$ cat config.mk
export PLATFORM = sky130hd
export DESIGN_NAME = adcphp_port
export DESIGN_NICKNAME = d
export VERILOG_FILES = /design/src/rtl/adcphp_pkg.sv /design/src/rtl/adcphp_port.sv /design/src/rtl/adcphp_sync.sv
export SDC_FILE = /design/constraint.sdc
export NUM_CORES = 1
export LEC_CHECK = 0
export ABC_CLOCK_PERIOD_IN_PS = 2880
export BUFFER_PORTS_ARGS = -buffer_cell sky130_fd_sc_hd__buf_2
export CAP_MARGIN = 20
export CORE_UTILIZATION = 45
export DETAILED_ROUTE_END_ITERATION = 7
export GPL_TIMING_DRIVEN = 1
export PLACE_DENSITY_LB_ADDON = 0.3
export SYNTH_ARGS = -nofsm -noshare
export SYNTH_HDL_FRONTEND = slang
export SYNTH_SLANG_ARGS = --single-unit
$ cat constraint.sdc
create_clock -name clk -period 2.88 [get_ports clk]
set_clock_uncertainty 0.05 [all_clocks]
set_input_delay 0.288 -clock clk [delete_from_list [all_inputs] [get_ports clk]]
set_output_delay 0.288 -clock clk [all_outputs]
set_load 0.1 [all_outputs]
$ cat src/rtl/adcphp_pkg.sv
`default_nettype none
package adcphp_pkg;

  // configuration byte fields
  localparam int CFG_ACQ_BIT = 5; // low selects internal acquisition
  localparam int CFG_CLK_BIT = 6; // high selects the external converter clock
  localparam logic [7:0] CFG_RESET = 8'h00;

  // converter clock edges per phase, and system clocks per internal converter clock
  localparam logic [3:0] HOLD_EDGES = 4'h4;
  localparam logic [3:0] CONV_EDGES = 4'hC;
  localparam logic [3:0] INT_CLK_DIV = 4'h2;

  localparam int RESULT_W = 12;
  localparam int LOW_W = 8; // result bits carried by the low byte
  localparam logic [RESULT_W-1:0] RESULT_RESET = 12'h000;
  localparam logic [7:0] DATA_RESET = 8'h00;
  localparam logic [3:0] HIGH_PAD = 4'h0;

  // pins of the host port, as seen after synchronising
  typedef struct packed {
    logic cs_n;
    logic rd_n;
    logic wr_n;
    logic high_byte_select;
    logic conv_clk;
    logic [7:0] data;
  } adcphp_pins_type;

  // idle pins: strobes and select inactive high
  localparam adcphp_pins_type PINS_IDLE = '{cs_n: 1'b1, rd_n: 1'b1, wr_n: 1'b1,
                                            high_byte_select: 1'b0, conv_clk: 1'b0, data: 8'h00};

  typedef enum logic [3:0] {
    ST_IDLE = 4'h1,
    ST_TRACK_INT = 4'h2,
    ST_TRACK_EXT = 4'h4,
    ST_CONVERT = 4'h8
  } adcphp_state_type;

endpackage : adcphp_pkg
`default_nettype wire

$ cat src/rtl/adcphp_port.sv
`default_nettype none
// Functional notes
// - high select shows result bits 11..8
// - low select shows result bits 7..0
// - done output low when result ready
// - read starts on read fall, select low
// - internal acquisition: write rise latches config, starts
// - external acquisition: next write rise starts conversion
// - select high keeps data lines released
// - read fall returns done output high
// - hold on fourth converter clock fall
// - tracking begins on write rise
module adcphp_port #(
  parameter logic [3:0] HOLD_COUNT = adcphp_pkg::HOLD_EDGES,
  parameter logic [3:0] CONV_COUNT = adcphp_pkg::CONV_EDGES,
  parameter logic [3:0] CLK_DIV = adcphp_pkg::INT_CLK_DIV
) (
  input wire logic clk,
  input wire logic reset,
  input wire logic cs_n,
  input wire logic rd_n,
  input wire logic wr_n,
  input wire logic high_byte_select,
  input wire logic conv_clk_pin,
  input wire logic [7:0] data_in,
  input wire logic [adcphp_pkg::RESULT_W-1:0] sar_code,
  output logic [7:0] data_out,
  output logic data_oe,
  output logic conv_done_n,
  output logic track_hold,
  output logic [7:0] config_byte
);
  import adcphp_pkg::*;

  typedef struct packed {
    adcphp_state_type state;
    logic [7:0] cfg;
    logic [3:0] edges;
    logic [3:0] div;
    logic [RESULT_W-1:0] result;
    logic done_n;
    logic [7:0] dout;
    logic doe;
    logic track;
  } adcphp_port_state_type;

  adcphp_port_state_type r_ff, nxt_r;
  adcphp_pins_type lvl, rise, fall;
  logic cs_low;
  logic wr_rise;
  logic rd_fall;
  logic int_tick;
  logic cedge;
  logic conv_finish;

  // every pin is asynchronous to clk, so all pass two flops
  adcphp_sync #(.W($bits(adcphp_pins_type)), .RST_VAL(PINS_IDLE)) u_sync (
    .clk(clk),
    .reset(reset),
    .din({cs_n, rd_n, wr_n, high_byte_select, conv_clk_pin, data_in}),
    .level(lvl),
    .rise(rise),
    .fall(fall)
  );

  // strobe qualification; the host keeps select ahead of the strobes
  assign cs_low = ~lvl.cs_n;
  assign wr_rise = rise.wr_n & cs_low;
  assign rd_fall = fall.rd_n & cs_low;
  // converter clock: external pin falls or internal divider
  assign int_tick = (r_ff.div == CLK_DIV - 4'h1);
  assign cedge = r_ff.cfg[CFG_CLK_BIT] ? fall.conv_clk : int_tick;
  assign conv_finish = (r_ff.state == ST_CONVERT) && cedge && (r_ff.edges == CONV_COUNT - 4'h1);

  // next-state logic of the whole port
  always_comb begin
    nxt_r = r_ff;
    nxt_r.div = int_tick ? 4'h0 : r_ff.div + 4'h1;
    // read path: enable only from a qualified read fall
    nxt_r.doe = cs_low & ~lvl.rd_n & (r_ff.doe | rd_fall);
    if (lvl.high_byte_select) begin
      nxt_r.dout = {HIGH_PAD, r_ff.result[RESULT_W-1:LOW_W]};
    end else begin
      nxt_r.dout = r_ff.result[LOW_W-1:0];
    end
    // a completion in this same cycle overrides the clear below: set wins
    if (rd_fall) begin
      nxt_r.done_n = 1'b1;
    end
    // one counter serves both the hold and the conversion phase
    if (cedge) begin
      nxt_r.edges = r_ff.edges + 4'h1;
    end
    case (r_ff.state)
      ST_IDLE, ST_CONVERT: begin
        if (r_ff.state == ST_CONVERT && conv_finish) begin
          nxt_r.result = sar_code;
          nxt_r.done_n = 1'b0;
          nxt_r.state = ST_IDLE;
        end
        // a new write aborts a conversion in flight
        if (wr_rise) begin
          nxt_r.cfg = lvl.data;
          nxt_r.track = 1'b1;
          nxt_r.edges = 4'h0;
          nxt_r.state = lvl.data[CFG_ACQ_BIT] ? ST_TRACK_EXT : ST_TRACK_INT;
        end
      end
      ST_TRACK_INT: begin
        // writes are ignored until hold; host must not strobe early
        if (cedge && r_ff.edges == HOLD_COUNT - 4'h1) begin
          nxt_r.track = 1'b0;
          nxt_r.edges = 4'h0;
          nxt_r.state = ST_CONVERT;
        end
      end
      ST_TRACK_EXT: begin
        nxt_r.edges = 4'h0;
        if (wr_rise) begin
          nxt_r.track = 1'b0;
          nxt_r.state = ST_CONVERT;
        end
      end
      default: begin
        nxt_r.state = ST_IDLE;
        nxt_r.track = 1'b0;
      end
    endcase
  end

  always_ff @(posedge clk) begin
    if (reset) begin
      r_ff <= '{state: ST_IDLE, cfg: CFG_RESET, edges: 4'h0, div: 4'h0, result: RESULT_RESET,
                done_n: 1'b1, dout: DATA_RESET, doe: 1'b0, track: 1'b0};
    end else begin
      r_ff <= nxt_r;
    end
  end

  // outputs come straight from the state flops, never through gates
  assign data_out = r_ff.dout;
  assign data_oe = r_ff.doe;
  assign conv_done_n = r_ff.done_n;
  assign track_hold = r_ff.track;
  assign config_byte = r_ff.cfg;

  // byte mux, flag and acquisition basics
  AST_HIGH_BYTE: assert property (@(posedge clk) disable iff (reset)
    lvl.high_byte_select |=> data_out == {HIGH_PAD, $past(r_ff.result[RESULT_W-1:LOW_W])})
    else $error("high byte mux wrong");
  AST_LOW_BYTE: assert property (@(posedge clk) disable iff (reset)
    !lvl.high_byte_select |=> data_out == $past(r_ff.result[LOW_W-1:0]))
    else $error("low byte mux wrong");
  AST_DONE_SET: assert property (@(posedge clk) disable iff (reset)
    conv_finish |=> !conv_done_n && r_ff.result == $past(sar_code))
    else $error("done not asserted on completion");
  AST_READ_START: assert property (@(posedge clk) disable iff (reset)
    !data_oe ##1 data_oe |-> $past(rd_fall))
    else $error("bus driven without read fall");
  AST_CFG_LATCH: assert property (@(posedge clk) disable iff (reset)
    wr_rise && r_ff.state == ST_IDLE |=> config_byte == $past(lvl.data) && r_ff.state != ST_IDLE)
    else $error("config not latched");
  AST_EXT_CONV: assert property (@(posedge clk) disable iff (reset)
    r_ff.state == ST_TRACK_EXT && wr_rise |=> r_ff.state == ST_CONVERT && !track_hold)
    else $error("external acquisition did not end");
  AST_CS_HIGH: assert property (@(posedge clk) disable iff (reset)
    lvl.cs_n |=> !data_oe)
    else $error("bus driven while deselected");
  AST_DONE_CLR: assert property (@(posedge clk) disable iff (reset)
    rd_fall && !conv_finish |=> conv_done_n)
    else $error("read fall did not clear done");
  AST_HOLD: assert property (@(posedge clk) disable iff (reset)
    r_ff.state == ST_TRACK_INT && cedge && r_ff.edges == HOLD_COUNT - 4'h1 |=> !track_hold ##0
    r_ff.state == ST_CONVERT)
    else $error("hold not on fourth edge");
  AST_TRACK: assert property (@(posedge clk) disable iff (reset)
    wr_rise && (r_ff.state == ST_IDLE || r_ff.state == ST_CONVERT) |=> track_hold)
    else $error("tracking not started");
  AST_RESULT_HOLD: assert property (@(posedge clk) disable iff (reset)
    !conv_finish |=> $stable(r_ff.result))
    else $error("result changed without completion");

  // read path: the bus is driven only inside a selected strobe
  AST_OE_HOLD: assert property (@(posedge clk) disable iff (reset)
    data_oe && !lvl.cs_n && !lvl.rd_n |=> data_oe)
    else $error("bus dropped during a read");
  AST_RD_STOP: assert property (@(posedge clk) disable iff (reset)
    lvl.rd_n |=> !data_oe)
    else $error("bus driven after read strobe rose");

  // completion flag: only a qualified read raises it, completion wins a tie
  AST_DONE_KEEP: assert property (@(posedge clk) disable iff (reset)
    !conv_done_n && !rd_fall |=> !conv_done_n)
    else $error("done dropped without a read");
  AST_SET_WINS: assert property (@(posedge clk) disable iff (reset)
    conv_finish && rd_fall |=> !conv_done_n)
    else $error("read fall beat a completion");
  AST_DONE_IDLE: assert property (@(posedge clk) disable iff (reset)
    conv_done_n && !conv_finish |=> conv_done_n)
    else $error("done asserted without completion");

  // acquisition: the mode bit picks the path, each path waits for its own event
  AST_MODE_SEL: assert property (@(posedge clk) disable iff (reset)
    wr_rise && r_ff.state == ST_IDLE |=>
    r_ff.state == ($past(lvl.data[CFG_ACQ_BIT]) ? ST_TRACK_EXT : ST_TRACK_INT))
    else $error("acquisition mode not taken from config");
  AST_CFG_KEEP: assert property (@(posedge clk) disable iff (reset)
    !wr_rise |=> $stable(config_byte))
    else $error("config changed without a write");
  AST_INT_WAIT: assert property (@(posedge clk) disable iff (reset)
    r_ff.state == ST_TRACK_INT && !cedge |=> track_hold && r_ff.state == ST_TRACK_INT)
    else $error("internal acquisition left early");
  AST_EXT_WAIT: assert property (@(posedge clk) disable iff (reset)
    r_ff.state == ST_TRACK_EXT && !wr_rise |=> track_hold && r_ff.state == ST_TRACK_EXT)
    else $error("external acquisition left early");
  AST_CONV_STAY: assert property (@(posedge clk) disable iff (reset)
    r_ff.state == ST_CONVERT && !cedge && !wr_rise |=> r_ff.state == ST_CONVERT && $stable(r_ff.result))
    else $error("conversion ended without a clock edge");
endmodule : adcphp_port
`default_nettype wire

$ cat src/rtl/adcphp_sync.sv
`default_nettype none
module adcphp_sync #(
  parameter int W = 13,
  parameter logic [W-1:0] RST_VAL = '0
) (
  input wire logic clk,
  input wire logic reset,
  input wire logic [W-1:0] din,
  output logic [W-1:0] level,
  output logic [W-1:0] rise,
  output logic [W-1:0] fall
);
  typedef struct packed {
    logic [W-1:0] s1;
    logic [W-1:0] s2;
    logic [W-1:0] s3;
  } adcphp_sync_state_type;

  adcphp_sync_state_type r_ff, nxt_r;

  // s1 feeds only s2; edges look at s2 against s3
  always_comb begin
    nxt_r = r_ff;
    nxt_r.s1 = din;
    nxt_r.s2 = r_ff.s1;
    nxt_r.s3 = r_ff.s2;
  end

  always_ff @(posedge clk) begin
    if (reset) begin
      r_ff <= '{s1: RST_VAL, s2: RST_VAL, s3: RST_VAL};
    end else begin
      r_ff <= nxt_r;
    end
  end

  assign level = r_ff.s2;
  assign rise = r_ff.s2 & ~r_ff.s3;
  assign fall = ~r_ff.s2 & r_ff.s3;
endmodule : adcphp_sync
`default_nettype wire

# Word level (Yosys, flattened, before mapping)
# Cells that the tools add are included.
word_totals:
  ff_bits: 81
  input_bits: 27
  out_inout_bits: 19
  word_cells: 66
classes:
  addsub: 2
  n_eq_ne: 11
  mux: 18
  bitwise_logic: 11
  reduce_logical: 11
op_table:
  columns: ["cell", "n"]
  rows:
  - ["$mux 4", 6]
  - ["$pmux 4 s3", 2]
  - ["$mux 16", 1]
  - ["$and 12x12->12", 1]
  - ["$not 12->12", 1]
  - ["$and 11x11->11", 1]
  - ["$not 11->11", 1]
  - ["$add 4x1->4 const B", 2]
  - ["$eq 4x1->1 const B", 2]
  - ["$eq 4x2->1 const B", 2]
  - ["$eq 4x4->1 const B", 2]
  - ["$mux 1", 7]
  - ["$ne 2x2->1 const B", 3]
  - ["$reduce_and 3->1", 2]
  - ["$reduce_or 2->1", 3]
  - ["$and 1x1->1", 4]
  - ["$eq 4x3->1 const B", 1]
  - ["$logic_and 1x1->1", 4]
  - ["$reduce_and 2->1", 2]
  - ["$mux 3", 1]
  - ["$ne 3x3->1 const B", 1]
  - ["$pmux 1 s3", 1]
  - ["$not 1->1", 2]
  - ["$or 1x1->1", 1]

# Longest topological paths before layout
# Gate-level depths: netlist (run 1).
logic_depth:
  word_depth: 9
  depth_mapped: 7
  depth_no_buf: 6

# By module
# From an unflattened synthesis (run 1), not the netlist that was laid out.
unflattened:
  hier_cells: 307
  area_unflattened_um2: 3176.8
modules_own_cells:
  columns: ["module", "n_inst", "cells_each", "area_per_inst_um2", "seq_area_each_um2"]
  rows:
  - ["adcphp_port", 1, 186, 1856.8, 860.8]
  - ["adcphp_sync", 1, 121, 1320.0, 780.7]

# Least setup slack after synthesis (run 1)
# Ideal clock, no wire load.
synth_timing:
  path_kind: "register -> register"
  startpoint: "register r_ff[23] (netlist bit)"
  endpoint: "register r_ff[27] (netlist bit)"
  setup_time_ns: 0.130
  arrival_ns: 1.440
  t_required_ns: 2.700
  slack_ns: 1.260
  stages_incl_launch_ff: 6
  path_buffers: 0
  period_less_slack_ns: 1.620
  path_cell_list: "dfxtp_1 > ha_1 > nor4b_4 > o211ai_1 > a32oi_1 > nor2_1"
synth_via:
  elab_chain_cells: 5
  elab_cells_between_ends: 7
  classes_between: "eq/ne (1); mux (5); reduce/logical (1)"
synth_rtl:
  columns: ["element", "line", "source"]
  rows:
  - ["from (decl)", "adcphp_port.sv:47", "adcphp_port_state_type r_ff, nxt_r;"]
  - ["from (signal assigned)", "adcphp_port.sv:133", "r_ff <= '{state: ST_IDLE, cfg: CFG_RESET, edges: 4'h0, div: 4'h0, result: RESULT_RESET,"]
  - ["from (signal assigned)", "adcphp_port.sv:136", "r_ff <= nxt_r;"]
  - ["$eq 4x1->1 *", "adcphp_port.sv:71", "assign int_tick = (r_ff.div == CLK_DIV - 4'h1);"]
  - ["$mux 1 *", "adcphp_port.sv:72", "assign cedge = r_ff.cfg[CFG_CLK_BIT] ? fall.conv_clk : int_tick;"]
  - ["$mux 4 / $logic_and 1x1->1 (equally long branches)", "adcphp_port.sv:91, adcphp_port.sv:111", null]
  - ["$mux 4 / $mux 16 (equally long branches)", "adcphp_port.sv:111, adcphp_port.sv:102", null]
  - ["$pmux 4 s3 *", "adcphp_port.sv:94", "case (r_ff.state)"]
# Mark *: on every way between the ends. The rest lies on a longest branch, timed or not.
# A chain may end at the register's enable or synchronous reset.

# Worst setup path after layout (run 1)
layout_timing:
  startpoint: "register r_ff[24] (netlist bit)"
  endpoint: "register r_ff[39] (netlist bit)"
layout_via:
  elab_chain_cells: 7
  elab_cells_between_ends: 9
  classes_between: "eq/ne (3); mux (1); reduce/logical (5)"
layout_rtl:
  columns: ["element", "line", "source"]
  rows:
  - ["$eq 4x1->1 *", "adcphp_port.sv:71", null]
  - ["$mux 1 *", "adcphp_port.sv:72", null]
  - ["$logic_and 1x1->1 (2 in series)", "adcphp_port.sv:73", "assign conv_finish = (r_ff.state == ST_CONVERT) && cedge && (r_ff.edges == CONV_COUNT - 4'h1);"]
  - ["$logic_and 1x1->1", "adcphp_port.sv:96", "if (r_ff.state == ST_CONVERT && conv_finish) begin"]
  - ["$ne 3x3->1 (no line)", null, null]
  - ["$reduce_and 3->1 (no line) *", null, null]
# Marked as above.

==> summary.md, run 1 <==
| Metric | Value |
|---|---|
| Outcome | `complete, no violations` |
| Total grt overflow | `0` |
| Pre-CTS setup slack | `slightly above 0.9 ns` |
| Fin. Hold Viols | `0` |
| Worst setup EP type | `flip-flop` |
| Worst setup path start | `r_ff[24]$_SDFF_PP0_` |
| Comb power frac | `0.047` |
| Internal | `between 1500 and 2000 uW` |
| CP bufs+invs | `1` |
| Largest cells by area after synthesis | `dfxtp_1, mux2i_1, nor2_1` |
| Setup Buffers After CTS | `0` |
| Ant. Diodes | `0` |
| Total CTS buffers | `9` |
| Fin util | `0.532` |
| Top cell type's share of synthesized area | `0.556` |
| Post-Synthesis Net Count | `around 280` |
| Rel. slew slack | `0.572` |
| Area leader, netlist | `dfxtp_1` |
| CORE AREA | `5540 um2` |
| Inst Count DP | `roughly 340` |
| Syn_area_per_cell | `roughly 11 um2` |
| Cell Rows | `27` |
| Detailed placer's ending HPWL | `2710 um` |
| Fraction of layout cells with a size suffix above 1 | `0.261` |
| Ys Warns | `0` |
| CP Cell Sequence | `inv_1 -> ha_1 -> nor4b_4 -> o2111ai_4 -> o21ai_0 -> a221o_1` |
| Clock power share | `0.406` |
| FF+latch count, synth | `72` |
| Leakage | `0.00136 uW` |
| Clk_lat worst skew | `0.33 ns` |
| Flop pwr share | `0.547` |
| Critical hold path startpoint | `cs_n` |
| First-pass GRT wire length | `approximately 6400 um` |
| Post-synth EDFFs | `0` |
| Highest-count cells in the layout ignoring fill and taps | `dfxtp_1, buf_2, nor2_1, mux2i_1, nor2b_1` |
| GR Layer Usage met2 | `0.206` |
| Worst slew pin tran | `roughly 0.64 ns` |
| Worst stage delay on the critical path | `0.56 ns` |
| Mapped Area | `approximately 2600 um2` |
| Setup TNS | `0 ns` |
| CTS tree | `built` |
| Number of port buffers | `45` |
| Die Y-Extent | `between 70 and 80 um` |
| Initial antenna violation count | `0` |
| Initial Util | `0.468` |
| Critical Path RT | `3.05 ns` |
| Vias in the first global route | `approximately 1500` |
| GRT met1 Usage | `0.167` |
| CTS root buf | `clkbuf_8` |
| CTS H-Tree Depth | `3` |
| GRT Total Usage | `0.139` |
| Max-cap violations | `0` |
| Sw Share | `0.209` |
| Net Sw Power | `397 uW` |
| Power Density | `~650 nW/um2` |
| Worst setup margin | `about 0.91 ns` |
| Largest net degree at the start of global routing | `just over 40` |
| RSZ-0062 raised after global routing | `false` |
| Crit start category | `flip-flop` |
| Clk sinks | `72` |
| Sequential area share after synthesis | `0.556` |
| Slowest cell on the critical path | `o2111ai_4` |
| Final setup fails | `0` |
| Period utilization | `0.685` |
| Layout area overhead | `13.7%` |
| Syn Inst Count | `roughly 250` |
| Critical path fanouts, max | `15` |
| Drc violations | `0` |
| HP Class | `in2reg` |
| Vias per inst | `roughly 4.7` |
| Nets@finish | `around 300` |
| Clock slew at reported path FFs | `roughly 0.070 ns` |
| F_max | `507 MHz` |
| WL final | `3970 um` |
| DR iter-0 viols | `63` |
| Fin crit period | `roughly 2 ns` |
| Pins Over Slew Limit | `0` |
| GR Layer Usage met3 | `0.0565` |
| Final Wtd Congestion | `around 0.79` |
| GRT busiest layer | `met2` |
| DR vias | `~1700` |
| Critical setup path kind | `reg2reg` |
| Post-route ant nets | `0` |
| Number of gates resized after cts | `0` |
| Post-CTS Hold Buffers | `0` |
| Dominant synthesized flop cell | `dfxtp_1` |
| Worst-case clock buffer depth | `2` |
| Delay-heaviest family, CP | `compound AO/OA/AOI/OAI gates` |
| Drt pass-1 iters | `4` |
| Routed WL per cell | `~11 um` |
| Distinct cells, synth | `37` |
| Crit path arrival time | `~2.1 ns` |
| Die width | `77.9 um` |
| Peak supply drop | `0.407 mV` |
| Ports | `46` |
| Final Non-Filler Cells | `about 350` |
| Post-synthesis async set-or-reset flop share | `0` |
| Reg-to-reg startpoint | `r_ff[24]$_SDFF_PP0_` |
| Die area | `just over 6000 um2` |
| Commonest non-fill, non-tap cell in the layout | `dfxtp_1` |
-- path summary, 6_finish.rpt --
path,slack [ns],to,cells after the start
worst min register to register,0.36,u_sync.level[10]$_SDFF_PP1_,1
worst min-delay path,0.09,u_sync.nxt_r[25]$_SDFF_PP1_,2
worst max-delay path,0.91,r_ff[39]$_SDFFE_PP1P_,6
worst max register to register,0.91,r_ff[39]$_SDFFE_PP1P_,6
-- synthesized netlist by cell type, drive strengths merged, types with 2 or more instances --
library cell   n
buf           19
nor4b          3
or2            8
clkbuf         7
and2           4
o21ai          5
nor2          36
inv            2
dfxtp         72
nor3           3
ha             3
xor2           5
a21oi          6
nor3b          2
nand3          3
nand2b         2
mux2i         23
nor2b         21
nand2          7
-- kinds of logic (layout without fill, tap and decap cells) --
logic type               count (synthesis)  count (layout)  synth area share
XOR/XNOR                                 5               5            0.0169
buffers and inverters                   28              63            0.0681
AO/OA/AOI/OAI                           19              19            0.0560
flip-flops                              72              72             0.556
multiplexers                            23              23            0.0888
adder cells (fa/ha/maj)                  3               3            0.0145
AND/OR/NAND/NOR                         95              95             0.199
-- power groups by stage --
stage	clock [uW]	combinational, uW	sequential [uW]
global route	839	103	1040
finish	772	89.9	1040
detailed placement	0	91.6	1060
floorplan	0	63.9	1060
CTS	796	92.2	1040
global placement	0	90.0	1060
-- registers in the layout (all words and copies together) (netlist names) --
register,cells
track_hold,1
conv_done_n,1
config_byte,8
r_ff,24
u_sync.nxt_r,13
u_sync.level,13
data_oe,1
data_out,8
u_sync.r_ff,3
-- per-stage QoR --
stage	hold WS (ns)	total power (uW)	area [um2]
after floorplan	0.339	1120	2590
after global placement	0.342	1150	2750
after detailed placement	0.343	1150	2750
after CTS	0.0699	1930	2950
after global routing	0.0686	1990	2950
final	0.0867	1900	2950
-- per-layer routing --
layer	vias up	routed length [um]
met5	-	0
met4	0	48
met3	7	271
met2	48	1750
met1	752	1890
li1	859	-
-- layout make-up --
type                    instances  area [um2]
clock inverters                 3        42.5
clock buffers                  11         151
multi-input cells             145         973
inverters                       2        7.51
repair buffers                 47         240
fillers                       510        2590
flip-flops and latches         72        1440
well taps                      72        90.1
Power figures use the tool's default switching activity.
==> run 2, diff against run 1 <==
Settings changed: ABC_CLOCK_PERIOD_IN_PS 2880 to 2100.
Clock period 2.88 ns to 2.1 ns, I/O delays scaled along.
==> run 2 against run 1 <==
Effect of this change: worst hold slack worse by 0.057 ns; sequential cell count stayed put; via count is 0.24% higher; sequential share of layout area is 1.1 points lower; register-to-register slack worse by 0.61 ns; critical path depth is 1 lower; utilization is 1.2 points higher.
==> summary.md, run 2 (same netlist as run 1, synthesis figures left out) <==
| Metric | Value |
|---|---|
| Outcome | `complete, no violations` |
| Drc violations | `0` |
| DR vias | `about 1700` |
| Worst stage delay on the critical path | `between 0.4 and 0.5 ns` |
| Power, Total | `around 2700 uW` |
| Cell Rows | `27` |
| Vias per inst | `roughly 4.7` |
| Total CTS buffers | `9` |
| Vias in the first global route | `1484` |
| Clock slew at reported path FFs | `roughly 0.07 ns` |
| WL final | `4020 um` |
| Die area | `6070 um2` |
| Period utilization | `0.860` |
| Delay-heaviest family, CP | `compound AO/OA/AOI/OAI gates` |
| Pins Over Slew Limit | `0` |
| Leakage | `0.00139 uW` |
| Drt pass-1 iters | `4` |
| Clk_lat worst skew | `between 0.3 and 0.4 ns` |
| First-pass GRT wire length | `roughly 6700 um` |
| Largest net degree at the start of global routing | `42` |
| Max-cap violations | `0` |
| Top reg by flops | `r_ff` |
| Die width | `slightly below 80 um` |
| Worst setup EP type | `flip-flop` |
| HP Class | `in2reg` |
| Setup Buffers After CTS | `0` |
| CP bufs+invs | `0` |
| Clk sinks | `72` |
| Ports | `46` |
| Ant. Diodes | `0` |
| CTS H-Tree Depth | `3` |
| Highest-count cells in the layout ignoring fill and taps | `dfxtp_1, buf_2, nor2_1, mux2i_1, nor2b_1` |
| Fin crit period | `about 1.8 ns` |
| Fin. Hold Viols | `0` |
| Die Y-Extent | `77.9 um` |
| Detailed placer's ending HPWL | `between 2000 and 3000 um` |
| Peak supply drop | `approximately 0.56 mV` |
| Initial Util | `0.468` |
| Initial antenna violation count | `0` |
| Rel. slew slack | `0.649` |
| GRT Total Usage | `0.144` |
| Crit path arrival time | `a little under 2 ns` |
| Max reg flops | `24` |
| Total grt overflow | `0` |
| Critical path fanouts, max | `5` |
| Critical Path RT | `about 2.3 ns` |
| Power Density | `892 nW/um2` |
| Routed WL per cell | `11.2 um` |
| Critical setup path kind | `reg2reg` |
| Final Wtd Congestion | `0.802` |
| Nets@finish | `between 300 and 400` |
| Fraction of layout cells with a size suffix above 1 | `0.268` |
| Slowest cell on the critical path | `a32oi_1` |
| Crit start category | `flip-flop` |
| Post-route ant nets | `0` |
| CORE AREA | `roughly 5500 um2` |
| CP Cell Sequence | `ha_1 -> nor4b_4 -> o211ai_1 -> a32oi_1 -> nor2_1` |
| F_max | `553 MHz` |
| Layout area overhead | `16.3%` |
| CTS root buf | `clkbuf_8` |
| Final setup fails | `0` |
| Worst-case clock buffer depth | `2` |
| Commonest non-fill, non-tap cell in the layout | `dfxtp_1` |
| Setup TNS | `0 ns` |
| RSZ-0062 raised after global routing | `false` |
| Worst slew pin tran | `approximately 0.52 ns` |
| CTS tree | `built` |
| DR iter-0 viols | `59` |
| Number of port buffers | `45` |
==> run 2: cell types whose count changed in the layout (fill, tap and decap cells not counted), sizes merged <==
cell / change
dlygate4sd3: +3
buf: +2
clkbuf: +1
clkinv: +1
==> run 2: timing repair <==
| item | CTS | global route |
|---|---|---|
| hold buffers | 3 | 0 |
| gates resized for setup | 0 | 0 |
| hold endpoints to repair | 3 | 0 |
==> run 2: report_power, final <==
part	leakage, uW	internal (uW)	total, uW	switching, uW
Combinational	0.000693	65.3	129	63.7
Clock	0.000109	646	1130	486
Sequential	0.000587	1400	1430	21.6
==> run 2: routing by layer <==
metal / track usage / routed length (um) / up-vias
li1: - / - / 872
met1: 0.181 / 1890 / 744
met2: 0.207 / 1780 / 49
met3: 0.0647 / 309 / 5
met4: 0.0736 / 44 / 0
met5: 0 / 0 / -
==> run 2: metrics by stage <==
step	std cells	util	cell area [um2]	setup slack [ns]	hold slack [ns]
after floorplan	245	-	2590	0.480	0.264
after global placement	340	0.500	2770	0.364	0.341
after detailed placement	340	0.500	2770	0.298	0.343
after CTS	359	0.544	3010	0.283	0.0196
after global routing	359	0.544	3010	0.114	0.0206
final	359	0.544	3010	0.293	0.0292
==> run 2: path summary, 6_finish.rpt <==
kind                               startpoint                           to  cells after the start  slack, ns
setup / recovery          r_ff[23]$_SDFF_PP0_          r_ff[29]$_SDFF_PP0_                      5       0.29
hold reg to reg   u_sync.nxt_r[25]$_SDFF_PP1_  u_sync.level[12]$_SDFF_PP1_                      1       0.36
setup reg to reg          r_ff[23]$_SDFF_PP0_          r_ff[29]$_SDFF_PP0_                      5       0.29
hold / removal                     data_in[2]  u_sync.nxt_r[15]$_SDFF_PP0_                      2       0.03
==> run 2: worst reg2reg max path, cell delays in order (launching register included) <==
cell      delay [ns]
dfxtp_1         0.38
ha_1            0.19
nor4b_4         0.34
o211ai_1        0.20
a32oi_1         0.43
nor2_1          0.10
==> run 2: final cells by class <==
cell class	instances	area (um2)
fill	519	2530
sequential	72	1440
multi-input combinational	145	973
timing repair buffer	52	285
clock buffer	12	165
tap	72	90.1
clock inverter	4	51.3
inverter	2	7.51
==> run 3, diff against run 2 <==
Settings changed: CORE_ASPECT_RATIO set to 1.1.
==> run 3 against run 2 <==
Effect of this change: die area is essentially flat; critical path type unchanged; final cell count grew 0.28%; via count shrank 1.6%; largest cell class unchanged; global-route usage grew 0.14 points.
==> summary.md, run 3 (same netlist as run 1, synthesis figures left out) <==
| Metric | Value |
|---|---|
| Outcome | `complete, no violations` |
| CORE AREA | `about 5500 um2` |
| RSZ-0062 raised after global routing | `false` |
| Post-route ant nets | `0` |
| Worst Hold End | `u_sync.nxt_r[17]$_SDFF_PP0_` |
| Layout area overhead | `15.5%` |
| Power Density | `just under 900 nW/um2` |
| Total grt overflow | `0` |
| First-pass GRT wire length | `between 6000 and 7000 um` |
| Clk sinks | `72` |
| R2r setup slk | `roughly 0.27 ns` |
| Detailed placer's ending HPWL | `around 2600 um` |
| Critical hold path startpoint | `data_in[4]` |
| Setup TNS | `0 ns` |
| Period utilization | `0.872` |
| Fraction of layout cells with a size suffix above 1 | `0.256` |
| Pins Over Slew Limit | `0` |
| Nets@finish | `about 310` |
| Final setup fails | `0` |
| Commonest non-fill, non-tap cell in the layout | `dfxtp_1` |
| Reg-to-reg startpoint | `r_ff[23]$_SDFF_PP0_` |
| Final Wtd Congestion | `about 0.80` |
| Fin crit period | `1.83 ns` |
| Worst setup EP type | `flip-flop` |
| Clk_lat worst skew | `approximately 0.34 ns` |
| Worst slew pin tran | `~0.48 ns` |
| Rel. slew slack | `0.674` |
| DR iter-0 viols | `63` |
| Drc violations | `0` |
| Max-cap violations | `0` |
| Max reg flops | `24` |
| Critical Path RT | `~2.3 ns` |
| Critical setup path kind | `reg2reg` |
| Fin. Hold Viols | `0` |
| Die area | `between 6000 and 7000 um2` |
| Number of gates resized after cts | `0` |
| HP Class | `in2reg` |
| Ant. Diodes | `0` |
| Leakage | `approximately 0.0014 uW` |
| Top reg by flops | `r_ff` |
| Worst r2r path cells | `5` |
| Cell Rows | `28` |
| Worst Hold Margin | `roughly 0.027 ns` |
| Total CTS buffers | `9` |
| Die width | `74.4 um` |
| Ports | `46` |
| Die Y-Extent | `between 80 and 90 um` |
| Worst-case clock buffer depth | `2` |
| WL final | `between 3000 and 4000 um` |
| Setup Buffers After CTS | `0` |
| Number of port buffers | `45` |
| Peak supply drop | `0.535 mV` |
| Critical path fanouts, max | `5` |
| Vias per inst | `roughly 4.6` |
| CTS H-Tree Depth | `3` |
| Crit path arrival time | `~2.0 ns` |
| Largest net degree at the start of global routing | `59` |
| Drt pass-1 iters | `4` |
| DR vias | `~1600` |
| Final instance area | `between 2000 and 3000 um2` |
| Initial antenna violation count | `0` |
| Highest-count cells in the layout ignoring fill and taps | `dfxtp_1, buf_2, nor2_1, mux2i_1, nor2b_1` |
| CTS root buf | `clkbuf_8` |
| Clock slew at reported path FFs | `roughly 0.070 ns` |
| Initial Util | `0.474` |
| R2R Path End | `r_ff[28]$_SDFF_PP0_` |
| Crit start category | `flip-flop` |
| Placed inst area | `2780 um2` |
| Vias in the first global route | `about 1500` |
| CTS tree | `built` |
| F_max | `546 MHz` |
| Routed WL per cell | `approximately 11 um` |
| GRT Total Usage | `0.146` |
| Hold depth | `2` |
## run 3: cell count changes in the layout (fill, tap and decap cells not counted), sizes merged
cell	before	now
buf	49	48
clkinv	2	1
## run 3: cell type report
| class | instances | area [um2] |
|---|---|---|
| sequential | 72 | 1440 |
| tap | 75 | 93.8 |
| fill | 513 | 2470 |
| multi-input combinational | 145 | 973 |
| clock buffer | 12 | 145 |
| timing repair buffer | 51 | 290 |
| inverter | 2 | 7.51 |
| clock inverter | 3 | 42.5 |
## run 3: power breakdown
group	total, uW	internal [uW]	switching (uW)
Clock	1040	573	464
Combinational	133	67.5	65.9
Sequential	1430	1400	21.4
Total	2600	2050	551
## run 3: per-stage QoR
step	worst slack, ns	total power [uW]	instances	util
global placement	0.372	1580	342	0.508
floorplan	0.480	1540	245	-
finish	0.268	2600	360	0.548
global route	0.114	2710	360	0.548
CTS	0.273	2630	360	0.548
detailed placement	0.300	1590	342	0.508
## run 3: what timing repair did
item	CTS	global route
hold buffers	3	0
endpoints found under the hold margin	3	0
setup endpoints to repair	0	0
## run 3: worst max-delay path by stage
stage | startpoint | end | slack, ns
after floorplan | r_ff[23]$_SDFF_PP0_ | r_ff[27]$_SDFF_PP0_ | 0.48
after global placement | r_ff[23]$_SDFF_PP0_ | r_ff[27]$_SDFF_PP0_ | 0.37
after detailed placement | r_ff[23]$_SDFF_PP0_ | r_ff[29]$_SDFF_PP0_ | 0.30
after CTS | r_ff[23]$_SDFF_PP0_ | r_ff[28]$_SDFF_PP0_ | 0.27
after global routing | r_ff[23]$_SDFF_PP0_ | r_ff[28]$_SDFF_PP0_ | 0.11
final | r_ff[23]$_SDFF_PP0_ | r_ff[28]$_SDFF_PP0_ | 0.27
## run 3: critical path: stages (launching register included)
cell and delay (ns):
dfxtp_1 0.38, ha_1 0.19, nor4b_4 0.36, o211ai_1 0.21, a32oi_1 0.42, a21oi_1 0.09
## run 3: routing by layer
metal,vias up,GRT usage,part of all wire
met5,-,0,0
met4,0,0.0849,0.022
met1,729,0.182,0.48
met2,42,0.217,0.45
met3,7,0.0503,0.049
li1,865,-,-
